File: src/hdl/gdp_pkg.sv
`default_nettype none

package gdp_pkg;

  // ---------------------------------------------------------------------
  // Register map
  // ---------------------------------------------------------------------
  localparam int unsigned ADDR_W      = 8;
  localparam logic [7:0]  CFG_ADDR    = 8'hAC;
  localparam logic [7:0]  STATUS_ADDR = 8'hB0;
  localparam logic [7:0]  MASK_ADDR   = 8'hB4;
  localparam logic [7:0]  CTRL_ADDR   = 8'hB8;
  localparam logic [7:0]  STATE_ADDR  = 8'hBC;
  localparam logic [31:0] CFG_RESET   = 32'h1022_8100;

  // Event bits, shared by the status and mask registers.
  localparam int unsigned ST_OC    = 0;
  localparam int unsigned ST_OV    = 1;
  localparam int unsigned ST_OTW   = 2;
  localparam int unsigned ST_RETRY = 3;
  localparam int unsigned ST_CFG   = 4;
  localparam int unsigned STATUS_W = 5;
  localparam logic [4:0]  STATUS_RESET = 5'h00;

  // Control register bits.
  localparam int unsigned CTRL_AUTO  = 0;
  localparam int unsigned CTRL_CLEAR = 1;

  // Field encodings.
  localparam logic [1:0] SLEW_125   = 2'h2;
  localparam logic [1:0] SLEW_200   = 2'h3;
  localparam logic [1:0] RESP_LATCH = 2'h0;
  localparam logic [1:0] RESP_RETRY = 2'h1;

  // ---------------------------------------------------------------------
  // Timing
  // ---------------------------------------------------------------------
  localparam int unsigned CLK_PERIOD_NS = 5;
  localparam int unsigned DEG0_NS       = 200;
  localparam int unsigned DEG1_NS       = 600;
  localparam int unsigned DEG2_NS       = 1100;
  localparam int unsigned DEG3_NS       = 1600;
  localparam int unsigned DEG_CNT_W     = 9;
  localparam logic [8:0]  DEG0_CYC =
    9'((DEG0_NS + CLK_PERIOD_NS - 1) / CLK_PERIOD_NS);
  localparam logic [8:0]  DEG1_CYC =
    9'((DEG1_NS + CLK_PERIOD_NS - 1) / CLK_PERIOD_NS);
  localparam logic [8:0]  DEG2_CYC =
    9'((DEG2_NS + CLK_PERIOD_NS - 1) / CLK_PERIOD_NS);
  localparam logic [8:0]  DEG3_CYC =
    9'((DEG3_NS + CLK_PERIOD_NS - 1) / CLK_PERIOD_NS);
  localparam int unsigned RETRY_MS      = 500;
  localparam int unsigned RETRY_CYC     =
    (RETRY_MS * 1000000 + CLK_PERIOD_NS - 1) / CLK_PERIOD_NS;

  // ---------------------------------------------------------------------
  // Types
  // ---------------------------------------------------------------------
  typedef struct packed {
    logic       parity;
    logic [1:0] rsv_a;
    logic       rsv_b;
    logic [1:0] slew;
    logic [5:0] rsv_c;
    logic       ov_sel;
    logic       ov_en;
    logic       rsv_d;
    logic       temp_rep;
    logic [1:0] rsv_e;
    logic [1:0] filter;
    logic       rsv_f;
    logic       oc_sel;
    logic [1:0] resp;
    logic [5:0] rsv_g;
    logic [1:0] gain;
  } gdp_cfg_type;

  typedef struct packed {
    logic       oc;
    logic       ov_hi;
    logic       ov_lo;
    logic       otw;
  } gdp_sense_type;

  typedef enum logic [2:0] {
    OC_RUN   = 3'b001,
    OC_LATCH = 3'b010,
    OC_RETRY = 3'b100
  } gdp_oc_state_type;

  function automatic logic [8:0] deg_cycles(input logic [1:0] code);
    logic [8:0] c;
    c = DEG0_CYC;
    case (code)
      2'h1:    c = DEG1_CYC;
      2'h2:    c = DEG2_CYC;
      2'h3:    c = DEG3_CYC;
      default: c = DEG0_CYC;
    endcase
    return c;
  endfunction

endpackage

`default_nettype wire

File: src/hdl/gdp_config.sv
// How it works
// - Slew field 2 selects 125 V/us, 3 selects 200 V/us; 0 and 1 invalid.
// - Overvoltage threshold select: clear trips at 34 V, set trips at 22 V.
// - Overvoltage protection acts only while its enable bit is set.
// - Temperature warning drives the fault pin only while reporting is on.
// - Overcurrent must persist 0.2, 0.6, 1.1 or 1.6 us before acting.
// - Overcurrent threshold select: clear is 16 A, set is 24 A.
// - Response code 0 latches the overcurrent fault until cleared.
// - Response code 1 clears itself, retries after 500 ms; 2, 3 invalid.
// - Static sense gain codes 0 to 3 select 0.15, 0.3, 0.6, 1.2 V/A.
// - Static gain is ignored while automatic gain adjustment is enabled.
// - The configuration register sits at byte offset 0xAC.
//
// Implementation choices: the register offsets and the APB slave port.
`timescale 1ns/100ps
`default_nettype none

module gdp_config #(
  parameter int unsigned RETRY_CYCLES = gdp_pkg::RETRY_CYC
) (
  // Clock and reset
  input  wire logic                        core_clk_in,
  input  wire logic                        rst_n_in,
  // APB slave
  input  wire logic                        psel_in,
  input  wire logic                        penable_in,
  input  wire logic                        pwrite_in,
  input  wire logic [gdp_pkg::ADDR_W-1:0]  paddr_in,
  input  wire logic [31:0]                 pwdata_in,
  input  wire logic [3:0]                  pstrb_in,
  output var  logic [31:0]                 prdata_out,
  output var  logic                        pready_out,
  output var  logic                        pslverr_out,
  // Analog comparators and sensors (asynchronous)
  input  wire gdp_pkg::gdp_sense_type      sense_in,
  // Automatic gain from the gain tracker (same clock)
  input  wire logic [1:0]                  auto_gain_in,
  // Driver settings
  output var  logic                        slew_fast_out,
  output var  logic                        oc_thresh_high_out,
  output var  logic [1:0]                  sense_gain_out,
  output var  logic                        driver_disable_out,
  // Open-drain fault indication pin and interrupt
  output var  logic                        fault_pin_out,
  output var  logic                        fault_pin_oe_n_out,
  output var  logic                        irq_out
);

  localparam int unsigned RW = (RETRY_CYCLES > 1) ? $clog2(RETRY_CYCLES) : 1;

  // ---------------------------------------------------------------------
  // Storage
  // ---------------------------------------------------------------------
  gdp_pkg::gdp_cfg_type      cfg;
  gdp_pkg::gdp_sense_type    sense_meta;
  gdp_pkg::gdp_sense_type    sense_sync;
  gdp_pkg::gdp_oc_state_type oc_state;
  gdp_pkg::gdp_oc_state_type next_oc_state;
  logic [4:0]                status;
  logic [4:0]                mask;
  logic                      auto_gain_en;
  logic [RW-1:0]             retry_cnt;
  logic                      ov_active_q;
  logic                      otw_q;
  logic                      oc_detect;
  logic [8:0]                oc_hi_cnt;

  // ---------------------------------------------------------------------
  // Bus decode
  // ---------------------------------------------------------------------
  function automatic logic [31:0] merge(input logic [31:0] old,
                                        input logic [31:0] wdata,
                                        input logic [3:0]  strb);
    logic [31:0] r;
    r = old;
    for (int i = 0; i < 4; i++) begin
      if (strb[i]) begin
        r[i*8 +: 8] = wdata[i*8 +: 8];
      end
    end
    return r;
  endfunction

  wire        access    = psel_in && penable_in;
  wire        done      = access && pready_out;
  wire        wr        = done && pwrite_in;
  wire        hit_cfg   = (paddr_in == gdp_pkg::CFG_ADDR);
  wire        hit_stat  = (paddr_in == gdp_pkg::STATUS_ADDR);
  wire        hit_mask  = (paddr_in == gdp_pkg::MASK_ADDR);
  wire        hit_ctrl  = (paddr_in == gdp_pkg::CTRL_ADDR);
  wire        hit_state = (paddr_in == gdp_pkg::STATE_ADDR);
  wire        mapped    = hit_cfg || hit_stat || hit_mask || hit_ctrl ||
                          hit_state;
  wire        wr_cfg    = wr && hit_cfg;
  wire        wr_stat   = wr && hit_stat && pstrb_in[0];
  wire        wr_mask   = wr && hit_mask;
  wire        wr_ctrl   = wr && hit_ctrl && pstrb_in[0];
  wire [31:0] cfg_new   = merge(cfg, pwdata_in, pstrb_in);
  wire [31:0] mask_new  = merge({27'h0, mask}, pwdata_in, pstrb_in);
  wire        fault_clr = wr_ctrl && pwdata_in[gdp_pkg::CTRL_CLEAR];

  // ---------------------------------------------------------------------
  // Protection logic
  // ---------------------------------------------------------------------
  wire ov_trip   = cfg.ov_sel ? sense_sync.ov_lo :
                   sense_sync.ov_hi;
  wire ov_active = cfg.ov_en && ov_trip;
  wire temp_warning_report_enable   = cfg.temp_rep && sense_sync.otw;
  wire [1:0] gain_sel  = auto_gain_en ? auto_gain_in : cfg.gain;
  wire oc_fault  = (oc_state != gdp_pkg::OC_RUN);
  wire fault_now = oc_fault || ov_active || temp_warning_report_enable;
  wire retry_end = (retry_cnt == RW'(RETRY_CYCLES - 1));
  wire slew_bad  = (cfg.slew != gdp_pkg::SLEW_125) &&
                   (cfg.slew != gdp_pkg::SLEW_200);
  // Invalid response codes fall back to latching: the safer of the two.
  wire resp_bad  = (cfg.resp != gdp_pkg::RESP_LATCH) &&
                   (cfg.resp != gdp_pkg::RESP_RETRY);
  wire cfg_bad   = wr_cfg &&
                   (((cfg_new[27:26] != gdp_pkg::SLEW_125) &&
                     (cfg_new[27:26] != gdp_pkg::SLEW_200)) ||
                    ((cfg_new[9:8] != gdp_pkg::RESP_LATCH) &&
                     (cfg_new[9:8] != gdp_pkg::RESP_RETRY)));

  wire [4:0] events;
  assign events[gdp_pkg::ST_OC]    = oc_detect && !oc_fault;
  assign events[gdp_pkg::ST_OV]    = ov_active && !ov_active_q;
  assign events[gdp_pkg::ST_OTW]   = sense_sync.otw && !otw_q;
  assign events[gdp_pkg::ST_RETRY] = (oc_state == gdp_pkg::OC_RETRY) &&
                                     retry_end;
  assign events[gdp_pkg::ST_CFG]   = cfg_bad;

  // A new event in the same cycle as its one-to-clear keeps its bit set.
  wire [4:0] status_clr = wr_stat ? pwdata_in[4:0] : 5'h00;
  wire [4:0] next_status = (status & ~status_clr) | events;

  wire [31:0] state_word = {26'h0, resp_bad, slew_bad, fault_now,
                            sense_sync.otw, ov_active, oc_fault};
  wire [31:0] rdata = hit_cfg   ? cfg :
                      hit_stat  ? {27'h0, status} :
                      hit_mask  ? {27'h0, mask} :
                      hit_ctrl  ? {31'h0, auto_gain_en} :
                      hit_state ? state_word : 32'h0000_0000;

  always_comb begin
    next_oc_state = oc_state;
    unique case (oc_state)
      gdp_pkg::OC_RUN: begin
        if (oc_detect) begin
          next_oc_state = (cfg.resp == gdp_pkg::RESP_RETRY) ?
                          gdp_pkg::OC_RETRY : gdp_pkg::OC_LATCH;
        end
      end
      gdp_pkg::OC_LATCH: begin
        if (fault_clr) begin
          next_oc_state = gdp_pkg::OC_RUN;
        end
      end
      gdp_pkg::OC_RETRY: begin
        if (retry_end || fault_clr) begin
          next_oc_state = gdp_pkg::OC_RUN;
        end
      end
    endcase
  end

  gdp_deglitch i_gdp_deglitch (
    .core_clk_in   (core_clk_in),
    .rst_n_in      (rst_n_in),
    .level_in      (sense_sync.oc),
    .filter_sel_in (cfg.filter),
    .detect_out    (oc_detect)
  );

  // ---------------------------------------------------------------------
  // Registers
  // ---------------------------------------------------------------------
  always_ff @(posedge core_clk_in) begin
    if (!rst_n_in) begin
      sense_meta  <= '0;
      sense_sync  <= '0;
      ov_active_q <= 1'b0;
      otw_q       <= 1'b0;
    end else begin
      sense_meta  <= sense_in;
      sense_sync  <= sense_meta;
      ov_active_q <= ov_active;
      otw_q       <= sense_sync.otw;
    end
  end

  always_ff @(posedge core_clk_in) begin
    if (!rst_n_in) begin
      cfg          <= gdp_pkg::CFG_RESET;
      mask         <= gdp_pkg::STATUS_RESET;
      status       <= gdp_pkg::STATUS_RESET;
      auto_gain_en <= 1'b0;
    end else begin
      if (wr_cfg) begin
        cfg <= cfg_new;
      end
      if (wr_mask) begin
        mask <= mask_new[4:0];
      end
      if (wr_ctrl) begin
        auto_gain_en <= pwdata_in[gdp_pkg::CTRL_AUTO];
      end
      status <= next_status;
    end
  end

  always_ff @(posedge core_clk_in) begin
    if (!rst_n_in) begin
      oc_state  <= gdp_pkg::OC_RUN;
      retry_cnt <= '0;
    end else begin
      oc_state  <= next_oc_state;
      retry_cnt <= (oc_state == gdp_pkg::OC_RETRY) && !retry_end ?
                   retry_cnt + RW'(1) : '0;
    end
  end

  // Zero-wait answers would need combinational outputs; one wait is paid.
  always_ff @(posedge core_clk_in) begin
    if (!rst_n_in) begin
      pready_out  <= 1'b0;
      pslverr_out <= 1'b0;
      prdata_out  <= 32'h0000_0000;
    end else begin
      pready_out  <= access && !pready_out;
      pslverr_out <= access && !pready_out && !mapped;
      prdata_out  <= (access && !pready_out && !pwrite_in) ? rdata :
                     32'h0000_0000;
    end
  end

  always_ff @(posedge core_clk_in) begin
    if (!rst_n_in) begin
      slew_fast_out      <= 1'b0;
      oc_thresh_high_out <= 1'b0;
      sense_gain_out     <= 2'h0;
      driver_disable_out <= 1'b0;
      fault_pin_out      <= 1'b0;
      fault_pin_oe_n_out <= 1'b1;
      irq_out            <= 1'b0;
    end else begin
      slew_fast_out      <= (cfg.slew == gdp_pkg::SLEW_200);
      oc_thresh_high_out <= cfg.oc_sel;
      sense_gain_out     <= gain_sel;
      driver_disable_out <= oc_fault || ov_active;
      fault_pin_out      <= 1'b0;
      fault_pin_oe_n_out <= !fault_now;
      irq_out            <= |(next_status & mask);
    end
  end

  // ---------------------------------------------------------------------
  // Checks
  // ---------------------------------------------------------------------
  always_ff @(posedge core_clk_in) begin
    if (!rst_n_in) begin
      oc_hi_cnt <= 9'h000;
    end else begin
      oc_hi_cnt <= !sense_sync.oc ? 9'h000 :
                   (oc_hi_cnt == 9'h1FF) ? oc_hi_cnt : oc_hi_cnt + 9'h001;
    end
  end

  property p_slew;
    @(posedge core_clk_in) disable iff (!rst_n_in)
    (cfg.slew == gdp_pkg::SLEW_200) ##1 (cfg.slew == gdp_pkg::SLEW_200)
      |-> slew_fast_out;
  endproperty
  a_slew: assert property (p_slew)
    else $error("Slew select does not follow code 3.");

  property p_ov_sel;
    @(posedge core_clk_in) disable iff (!rst_n_in)
    (cfg.ov_en && (cfg.ov_sel ? sense_sync.ov_lo : sense_sync.ov_hi))
      |=> driver_disable_out;
  endproperty
  a_ov_sel: assert property (p_ov_sel)
    else $error("Overvoltage at selected threshold did not disable driver.");

  property p_ov_off;
    @(posedge core_clk_in) disable iff (!rst_n_in)
    (!cfg.ov_en && oc_state == gdp_pkg::OC_RUN) |=> !driver_disable_out;
  endproperty
  a_ov_off: assert property (p_ov_off)
    else $error("Driver disabled with overvoltage protection off.");

  property p_otw;
    @(posedge core_clk_in) disable iff (!rst_n_in)
    (!cfg.temp_rep && !ov_active && oc_state == gdp_pkg::OC_RUN)
      |=> fault_pin_oe_n_out;
  endproperty
  a_otw: assert property (p_otw)
    else $error("Fault pin driven with no reportable fault.");

  property p_filter;
    @(posedge core_clk_in) disable iff (!rst_n_in)
    $rose(oc_detect) |-> (oc_hi_cnt >= gdp_pkg::deg_cycles($past(cfg.filter)));
  endproperty
  a_filter: assert property (p_filter)
    else $error("Overcurrent acted on before the filter time.");

  property p_oc_sel;
    @(posedge core_clk_in) disable iff (!rst_n_in)
    $changed(cfg.oc_sel) |=> (oc_thresh_high_out == $past(cfg.oc_sel));
  endproperty
  a_oc_sel: assert property (p_oc_sel)
    else $error("Overcurrent threshold select not applied.");

  property p_latch;
    @(posedge core_clk_in) disable iff (!rst_n_in)
    (oc_state == gdp_pkg::OC_LATCH && !fault_clr) |=>
      (oc_state == gdp_pkg::OC_LATCH) && driver_disable_out;
  endproperty
  a_latch: assert property (p_latch)
    else $error("Latched overcurrent fault released without a clear.");

  property p_retry;
    @(posedge core_clk_in) disable iff (!rst_n_in)
    (oc_state == gdp_pkg::OC_RETRY && retry_cnt == '0 && !fault_clr) |=>
      (oc_state == gdp_pkg::OC_RETRY);
  endproperty
  a_retry: assert property (p_retry)
    else $error("Retry ended early.");

  property p_retry_end;
    @(posedge core_clk_in) disable iff (!rst_n_in)
    (oc_state == gdp_pkg::OC_RETRY && retry_end) |=>
      (oc_state == gdp_pkg::OC_RUN) && status[gdp_pkg::ST_RETRY];
  endproperty
  a_retry_end: assert property (p_retry_end)
    else $error("Retry did not resume operation after the delay.");

  property p_gain;
    @(posedge core_clk_in) disable iff (!rst_n_in)
    !auto_gain_en |=> (sense_gain_out == $past(cfg.gain));
  endproperty
  a_gain: assert property (p_gain)
    else $error("Static gain not applied.");

  property p_auto;
    @(posedge core_clk_in) disable iff (!rst_n_in)
    auto_gain_en |=> (sense_gain_out == $past(auto_gain_in));
  endproperty
  a_auto: assert property (p_auto)
    else $error("Static gain used while automatic gain is on.");

  property p_cfg_wr;
    @(posedge core_clk_in) disable iff (!rst_n_in)
    (done && pwrite_in && paddr_in == gdp_pkg::CFG_ADDR && pstrb_in == 4'hF)
      |=> (cfg == $past(pwdata_in));
  endproperty
  a_cfg_wr: assert property (p_cfg_wr)
    else $error("Configuration write at its offset not stored.");

endmodule

`default_nettype wire

File: src/hdl/gdp_deglitch.sv
`timescale 1ns/100ps
`default_nettype none

module gdp_deglitch (
  // Clock and reset
  input  wire logic       core_clk_in,
  input  wire logic       rst_n_in,
  // Condition and filter selection
  input  wire logic       level_in,
  input  wire logic [1:0] filter_sel_in,
  // Qualified condition
  output var  logic       detect_out
);

  logic [8:0] cnt;
  logic [8:0] need;
  logic       reached;
  logic [8:0] next_cnt;

  assign need     = gdp_pkg::deg_cycles(filter_sel_in);
  assign reached  = (cnt >= (need - 9'h001));
  // A single low sample restarts the wait, so short spikes never count.
  assign next_cnt = !level_in ? 9'h000 :
                    reached   ? cnt    : cnt + 9'h001;

  always_ff @(posedge core_clk_in) begin
    if (!rst_n_in) begin
      cnt        <= 9'h000;
      detect_out <= 1'b0;
    end else begin
      cnt        <= next_cnt;
      detect_out <= level_in && reached;
    end
  end

endmodule

`default_nettype wire

File: config.mk
export PLATFORM = sky130hd
export DESIGN_NAME = gdp_config
export DESIGN_NICKNAME = d
export VERILOG_FILES = /design/src/hdl/gdp_pkg.sv /design/src/hdl/gdp_config.sv /design/src/hdl/gdp_deglitch.sv
export SDC_FILE = /design/constraint.sdc
export NUM_CORES = 1
export LEC_CHECK = 0
export BUFFER_PORTS_ARGS = -buffer_cell sky130_fd_sc_hd__buf_2
export CORE_ASPECT_RATIO = 0.7
export CORE_MARGIN = 8
export CORE_UTILIZATION = 60
export DETAILED_ROUTE_END_ITERATION = 6
export PLACE_DENSITY_LB_ADDON = 0.3
export SYNTH_ARGS = -nofsm -noshare
export SYNTH_HDL_FRONTEND = slang
export SYNTH_SLANG_ARGS = --single-unit
export TNS_END_PERCENT = 20
File: constraint.sdc
create_clock -name core_clk_in -period 6.3 [get_ports core_clk_in]
set_input_delay 0 -clock core_clk_in [delete_from_list [all_inputs] [get_ports core_clk_in]]
set_output_delay 0 -clock core_clk_in [all_outputs]
set_load 0.01 [all_outputs]
Word-level counts from Yosys, hierarchy flattened:

Cells that the tools add are included.

* muxes and demuxes: 16
* add/sub/neg operators: 3
* eq/ne operators: 24
* bitwise operators: 4
* order comparisons: 1
* reductions and logical operators: 54

Operators with widths (count)
* $eq A8 B8 Y1 const B: 5
* $mux W32: 1
* $add A27 B1 Y27 const B: 1
* $eq A27 B27 Y1 const B: 1
* $pmux W9 S3: 1
* $logic_and A1 B1 Y1: 26
* $mux W6: 4
* $reduce_and A2 Y1: 8
* $mux W3: 4
* $and A5 B5 Y5: 2
* $ne A2 B2 Y1 const B: 5
* $add A9 B1 Y9 const B: 1
* $ge A9 B9 Y1: 1
* $pmux W3 S3: 1
* $sub A9 B1 Y9 const B: 1
* $logic_not A1 Y1: 8
* $logic_or A1 B1 Y1: 8
* $ne A2 B1 Y1 const B: 4
* $eq A2 B2 Y1 const B: 3
* $mux W5: 1
* $not A5 Y5: 1
* $or A5 B5 Y5: 1
* $reduce_or A5 Y1: 1
* $eq A2 B1 Y1 const B: 2
* 9 further kinds: 11

* register bits: 134
* output and inout bits: 42
* input port bits: 55
* word-level logic and storage cells: 145

Longest topological paths before layout:

* depth after elaboration: 11
* mapped depth: 10
* depth with buffers taken out: 10

Hierarchy:

From an unflattened synthesis, not the netlist that was laid out.

* cell total of the unflattened synthesis: 599
* area total of the unflattened synthesis: 5436.5 µm²

Modules (own cells, without submodules)
* gdp_config: cells an instance 517, area each 4704.5 µm², instances 1
* gdp_deglitch: cells an instance 82, area each 732.0 µm², instances 1

Worst setup path before layout:

OpenSTA, ideal clock, no wires.

* path type: register -> register
* start point: reg cfg[12] (netlist name)
* end point: reg i_gdp_deglitch.cnt[8]
* arrival: 2.296 ns
* setup slack: 3.933 ns
* cell stages (with the launch flop): 11
* library setup time: 0.072 ns
* path buffers: 0
* data required time: 6.228 ns
* clock period less this slack: 2.367 ns
* cell sequence: dfxtp_1 -> inv_1 -> ha_1 -> xnor2_1 -> ha_1 -> o211ai_1 -> a21oi_1 -> o41ai_4 -> nand4_1 -> or4_1 -> a21oi_1

* word-level cells in the longest chain between the ends: 4
* elaborated cells on any way between the ends: 6
* classes of those cells: add/sub (1); order compare (1); eq/ne (3); mux (1)

RTL lines
* start, declared: line gdp_config.sv:54 `gdp_pkg::gdp_cfg_type cfg;`
* start signal, assigned: line gdp_config.sv:193 `cfg <= gdp_pkg::CFG_RESET;`
* start signal, assigned: line gdp_config.sv:199 `cfg <= cfg_new;`
* $eq A2 B2 Y1 or $eq A2 B1 Y1 (tied branches): line gdp_pkg.sv:94 `case (code)`
* $pmux W9 S3 *: line gdp_pkg.sv:94
* $sub A9 B1 Y9 *: line gdp_deglitch.sv:21 `assign reached = (cnt >= (need - 9'h001));`
* $ge A9 B9 Y1 *: line gdp_deglitch.sv:21
* end signal, assigned: line gdp_deglitch.sv:31 `cnt <= next_cnt;`
* end, declared: line gdp_deglitch.sv:15 `logic [8:0] cnt;`

Every way passes the cells marked *; elsewhere a longest branch is shown, timed or not.
A chain may end at the register's enable or synchronous reset.

Worst setup path in the final report:

Same ends and word-level chain as after synthesis.

==> metrics.yaml <==
whs_ps: 24.2
worst_pin_slew_ps: 871
netlist.area_leader.share_pct: 49.6
initial_core_util_pct: 60.8
synth_nets: 660
powerDensity_mw_per_mm2: 268
synth_compound_gate_area_share_pct: 8.17
drv_cap: 0
cts_buffers: 17
antenna_found_initial: 0
start_kind: "flop"
gp_congestion: 0.909
synth_adder_area_share_pct: 3.01
synth_enable_flop_cells: 0
antenna_left: 0
clock_latency_ps: 420
nets: 820
first_global_vias: 5079
min_period_ps: 2890
finalHoldViolations: 0
port_buffers: 95
rsz0062_at_grt: "false"
setup_viol: 0
areaGrowthSynthToFinish_pct: 32.6
synth_top_family_by_area: "simple AND/OR/NAND/NOR gates"
status: "finished clean"
cts.sinks: 134
yosysUniqueCellTypes: 53
drc: 0
clock_path_buffers: 2
ys.warnings.count: 0
ys_ff_latch: 134
grt_max_degree: 29
synth_xor_area_share_pct: 4.70
drt_iter0_drc: 508
postSynth.asyncResetShare_pct: 0
coreArea_mm2: 0.00889
fin_worst_skew_ps: 13.2
synth-seq-area-share_pct: 49.6
cts_resized: 0
grt_pass1_wl_um: 26400
synthCells: 592
hpwl_um: 9500
avgSynthCellArea_um2: 9.13
antenna_cells: 0
fin_tns_setup_ps: 0
path_class: "reg2reg"
grt-ovfl-total: 0
cts_tree: "built"
vias_per_cell: 5.69
synth-simple-area-share_pct: 26.6
max_slew_margin_pct: 41.5
firstDrtPassIters: 5
num_vias: 5055
synthTopCellsByCount: "dfxtp_1, nor2_1, nand2_1"
worst_ep_arrival_time_ps: 3230
cp-end-kind: "flop"
synth_mux_area_share_pct: 4.28
yosysMostFrequentCell: "dfxtp_1"
die_w_um: 129
root_buffer: "clkbuf_16"
num_io_pins: 97
syn_area_mm2: 0.00540
path_clk_slew_ps: 60
drive_above_1_share_pct: 18.3
finalCritPeriodShare_pct: 45.8
max_freq_mhz: 347
p_leak_nw: 2.79
crit_fanout: 7
synthTopCellsByArea: "dfxtp_1, nor2_1, nand3_1"
yosysTopAreaCell: "dfxtp_1"
wirelength_um: 16700
hold_path.class: "in2reg"
row_count: 29
grt_use_total_pct: 27.8
die_h_um: 95.4
wl_per_cell_um: 18.8
maxSlewViolCount: 0
die_area_mm2: 0.0123
synth-main-ff-cell: "dfxtp_1"
ir_worst_vdd_v: 0.000231
htree_levels: 4
required_ps: 6650
## cells by family (layout without fill, tap and decap cells)
logic type               count (synthesis)  count (layout)
AND/OR/NAND/NOR                        285             285
flip-flops                             134             134
AO/OA/AOI/OAI                           66              66
buffers and inverters                   41             214
XOR/XNOR                                29              29
multiplexers                            23              23
adder cells (fa/ha/maj)                 13              13
other                                    1               1
## layer usage
layer	wire [µm]	vias up	GRT usage, %
met3	1710	56	9.39
li1	-	2344	-
met4	494	0	12.3
met2	7650	299	44.6
met1	6840	2356	33.6
met5	0	-	0
## sequential cells by signal, indices dropped and copies added, names as in the netlist, 4 cells and up, named ones only
name                flops
status                  5
sense_sync              4
mask                    5
prdata_out             32
retry_cnt              27
i_gdp_deglitch.cnt      9
sense_meta              4
cfg                    30
## worst max-delay path: stages (launching register included)
cell and delay [ps]:
dfxtp_1 370, inv_1 120, ha_1 270, xnor2_1 190, ha_1 280, o211ai_1 90
a21oi_1 90, o41ai_4 500, nand4_1 270, or4_1 480, a21oi_1 160
## per-stage QoR
| stage | instance area (µm²) | util [%] | instances | worst slack (ps) | power (mW) |
|---|---|---|---|---|---|
| 2_1_floorplan | 5400 | - | 592 | 3930 | 0.912 |
| 3_3_place_gp | 5940 | 66.8 | 792 | 3810 | 0.942 |
| 3_5_place_dp | 5940 | 66.8 | 792 | 3620 | 0.943 |
| 4_1_cts | 7170 | 80.6 | 889 | 3580 | 1.91 |
| 5_1_grt | 7170 | 80.6 | 889 | 3270 | 1.97 |
| 6_report | 7170 | 80.6 | 889 | 3410 | 1.92 |
## cell usage in the layout (no fill, tap or decap), types with 3 or more instances in the layout
cell type and count:
buf_2 95, inv_1 19, nor3_1 12, or2_2 4, a22o_1 3, nor2_1 73, clkinv_2 3, nor3b_1 3
a21oi_1 35, nor4_1 4, and3_1 10, a22oi_1 5, nand3_1 50, mux2i_1 22, clkbuf_1 3, clkbuf_16 17
nand2_1 60, o21ai_0 4, nand2b_1 4, clkinv_4 3, xnor2_1 16, dlygate4sd3_1 65, ha_1 13, buf_4 3
xor2_1 13, o22a_1 4, nand4_1 9, dfxtp_1 134, and2_1 39
## power breakdown
group / total, mW / internal (mW) / switching (mW) / leakage (nW)
Clock: 0.971 / 0.593 / 0.378 / 0.277
Combinational: 0.0912 / 0.0441 / 0.0471 / 1.43
Sequential: 0.858 / 0.854 / 0.00387 / 1.08
Total: 1.92 / 1.49 / 0.429 / 2.79
## worst paths after layout
check                                               from                            endpoint  slack [ps]  depth (start not counted)
worst max-delay path                cfg[12]$_SDFFE_PN0P_  i_gdp_deglitch.cnt[8]$_SDFFE_PN0N_        3410                         10
worst min-delay path                         paddr_in[6]              pslverr_out$_SDFF_PN0_          20                          4
worst max register to register      cfg[12]$_SDFFE_PN0P_  i_gdp_deglitch.cnt[8]$_SDFFE_PN0N_        3410                         10
worst min register to register  sense_meta[0]$_SDFF_PN0_            sense_sync[0]$_SDFF_PN0_         430                          1
## area by class of cell
cell class / count / area, µm²
clock buffers: 21 / 450
clock inverters: 11 / 125
fillers: 528 / 1720
inverters: 19 / 71.3
multi-input cells: 417 / 2530
flip-flops and latches: 134 / 2680
well taps: 124 / 155
repair buffers: 163 / 1150
## repair_timing
item	in CTS	in global routing
hold buffers	65	0
buffers inserted	0	0
endpoints found under the hold margin	51	0
setup endpoints to repair	0	0
Note: power is estimated with default switching activity, not from simulation.
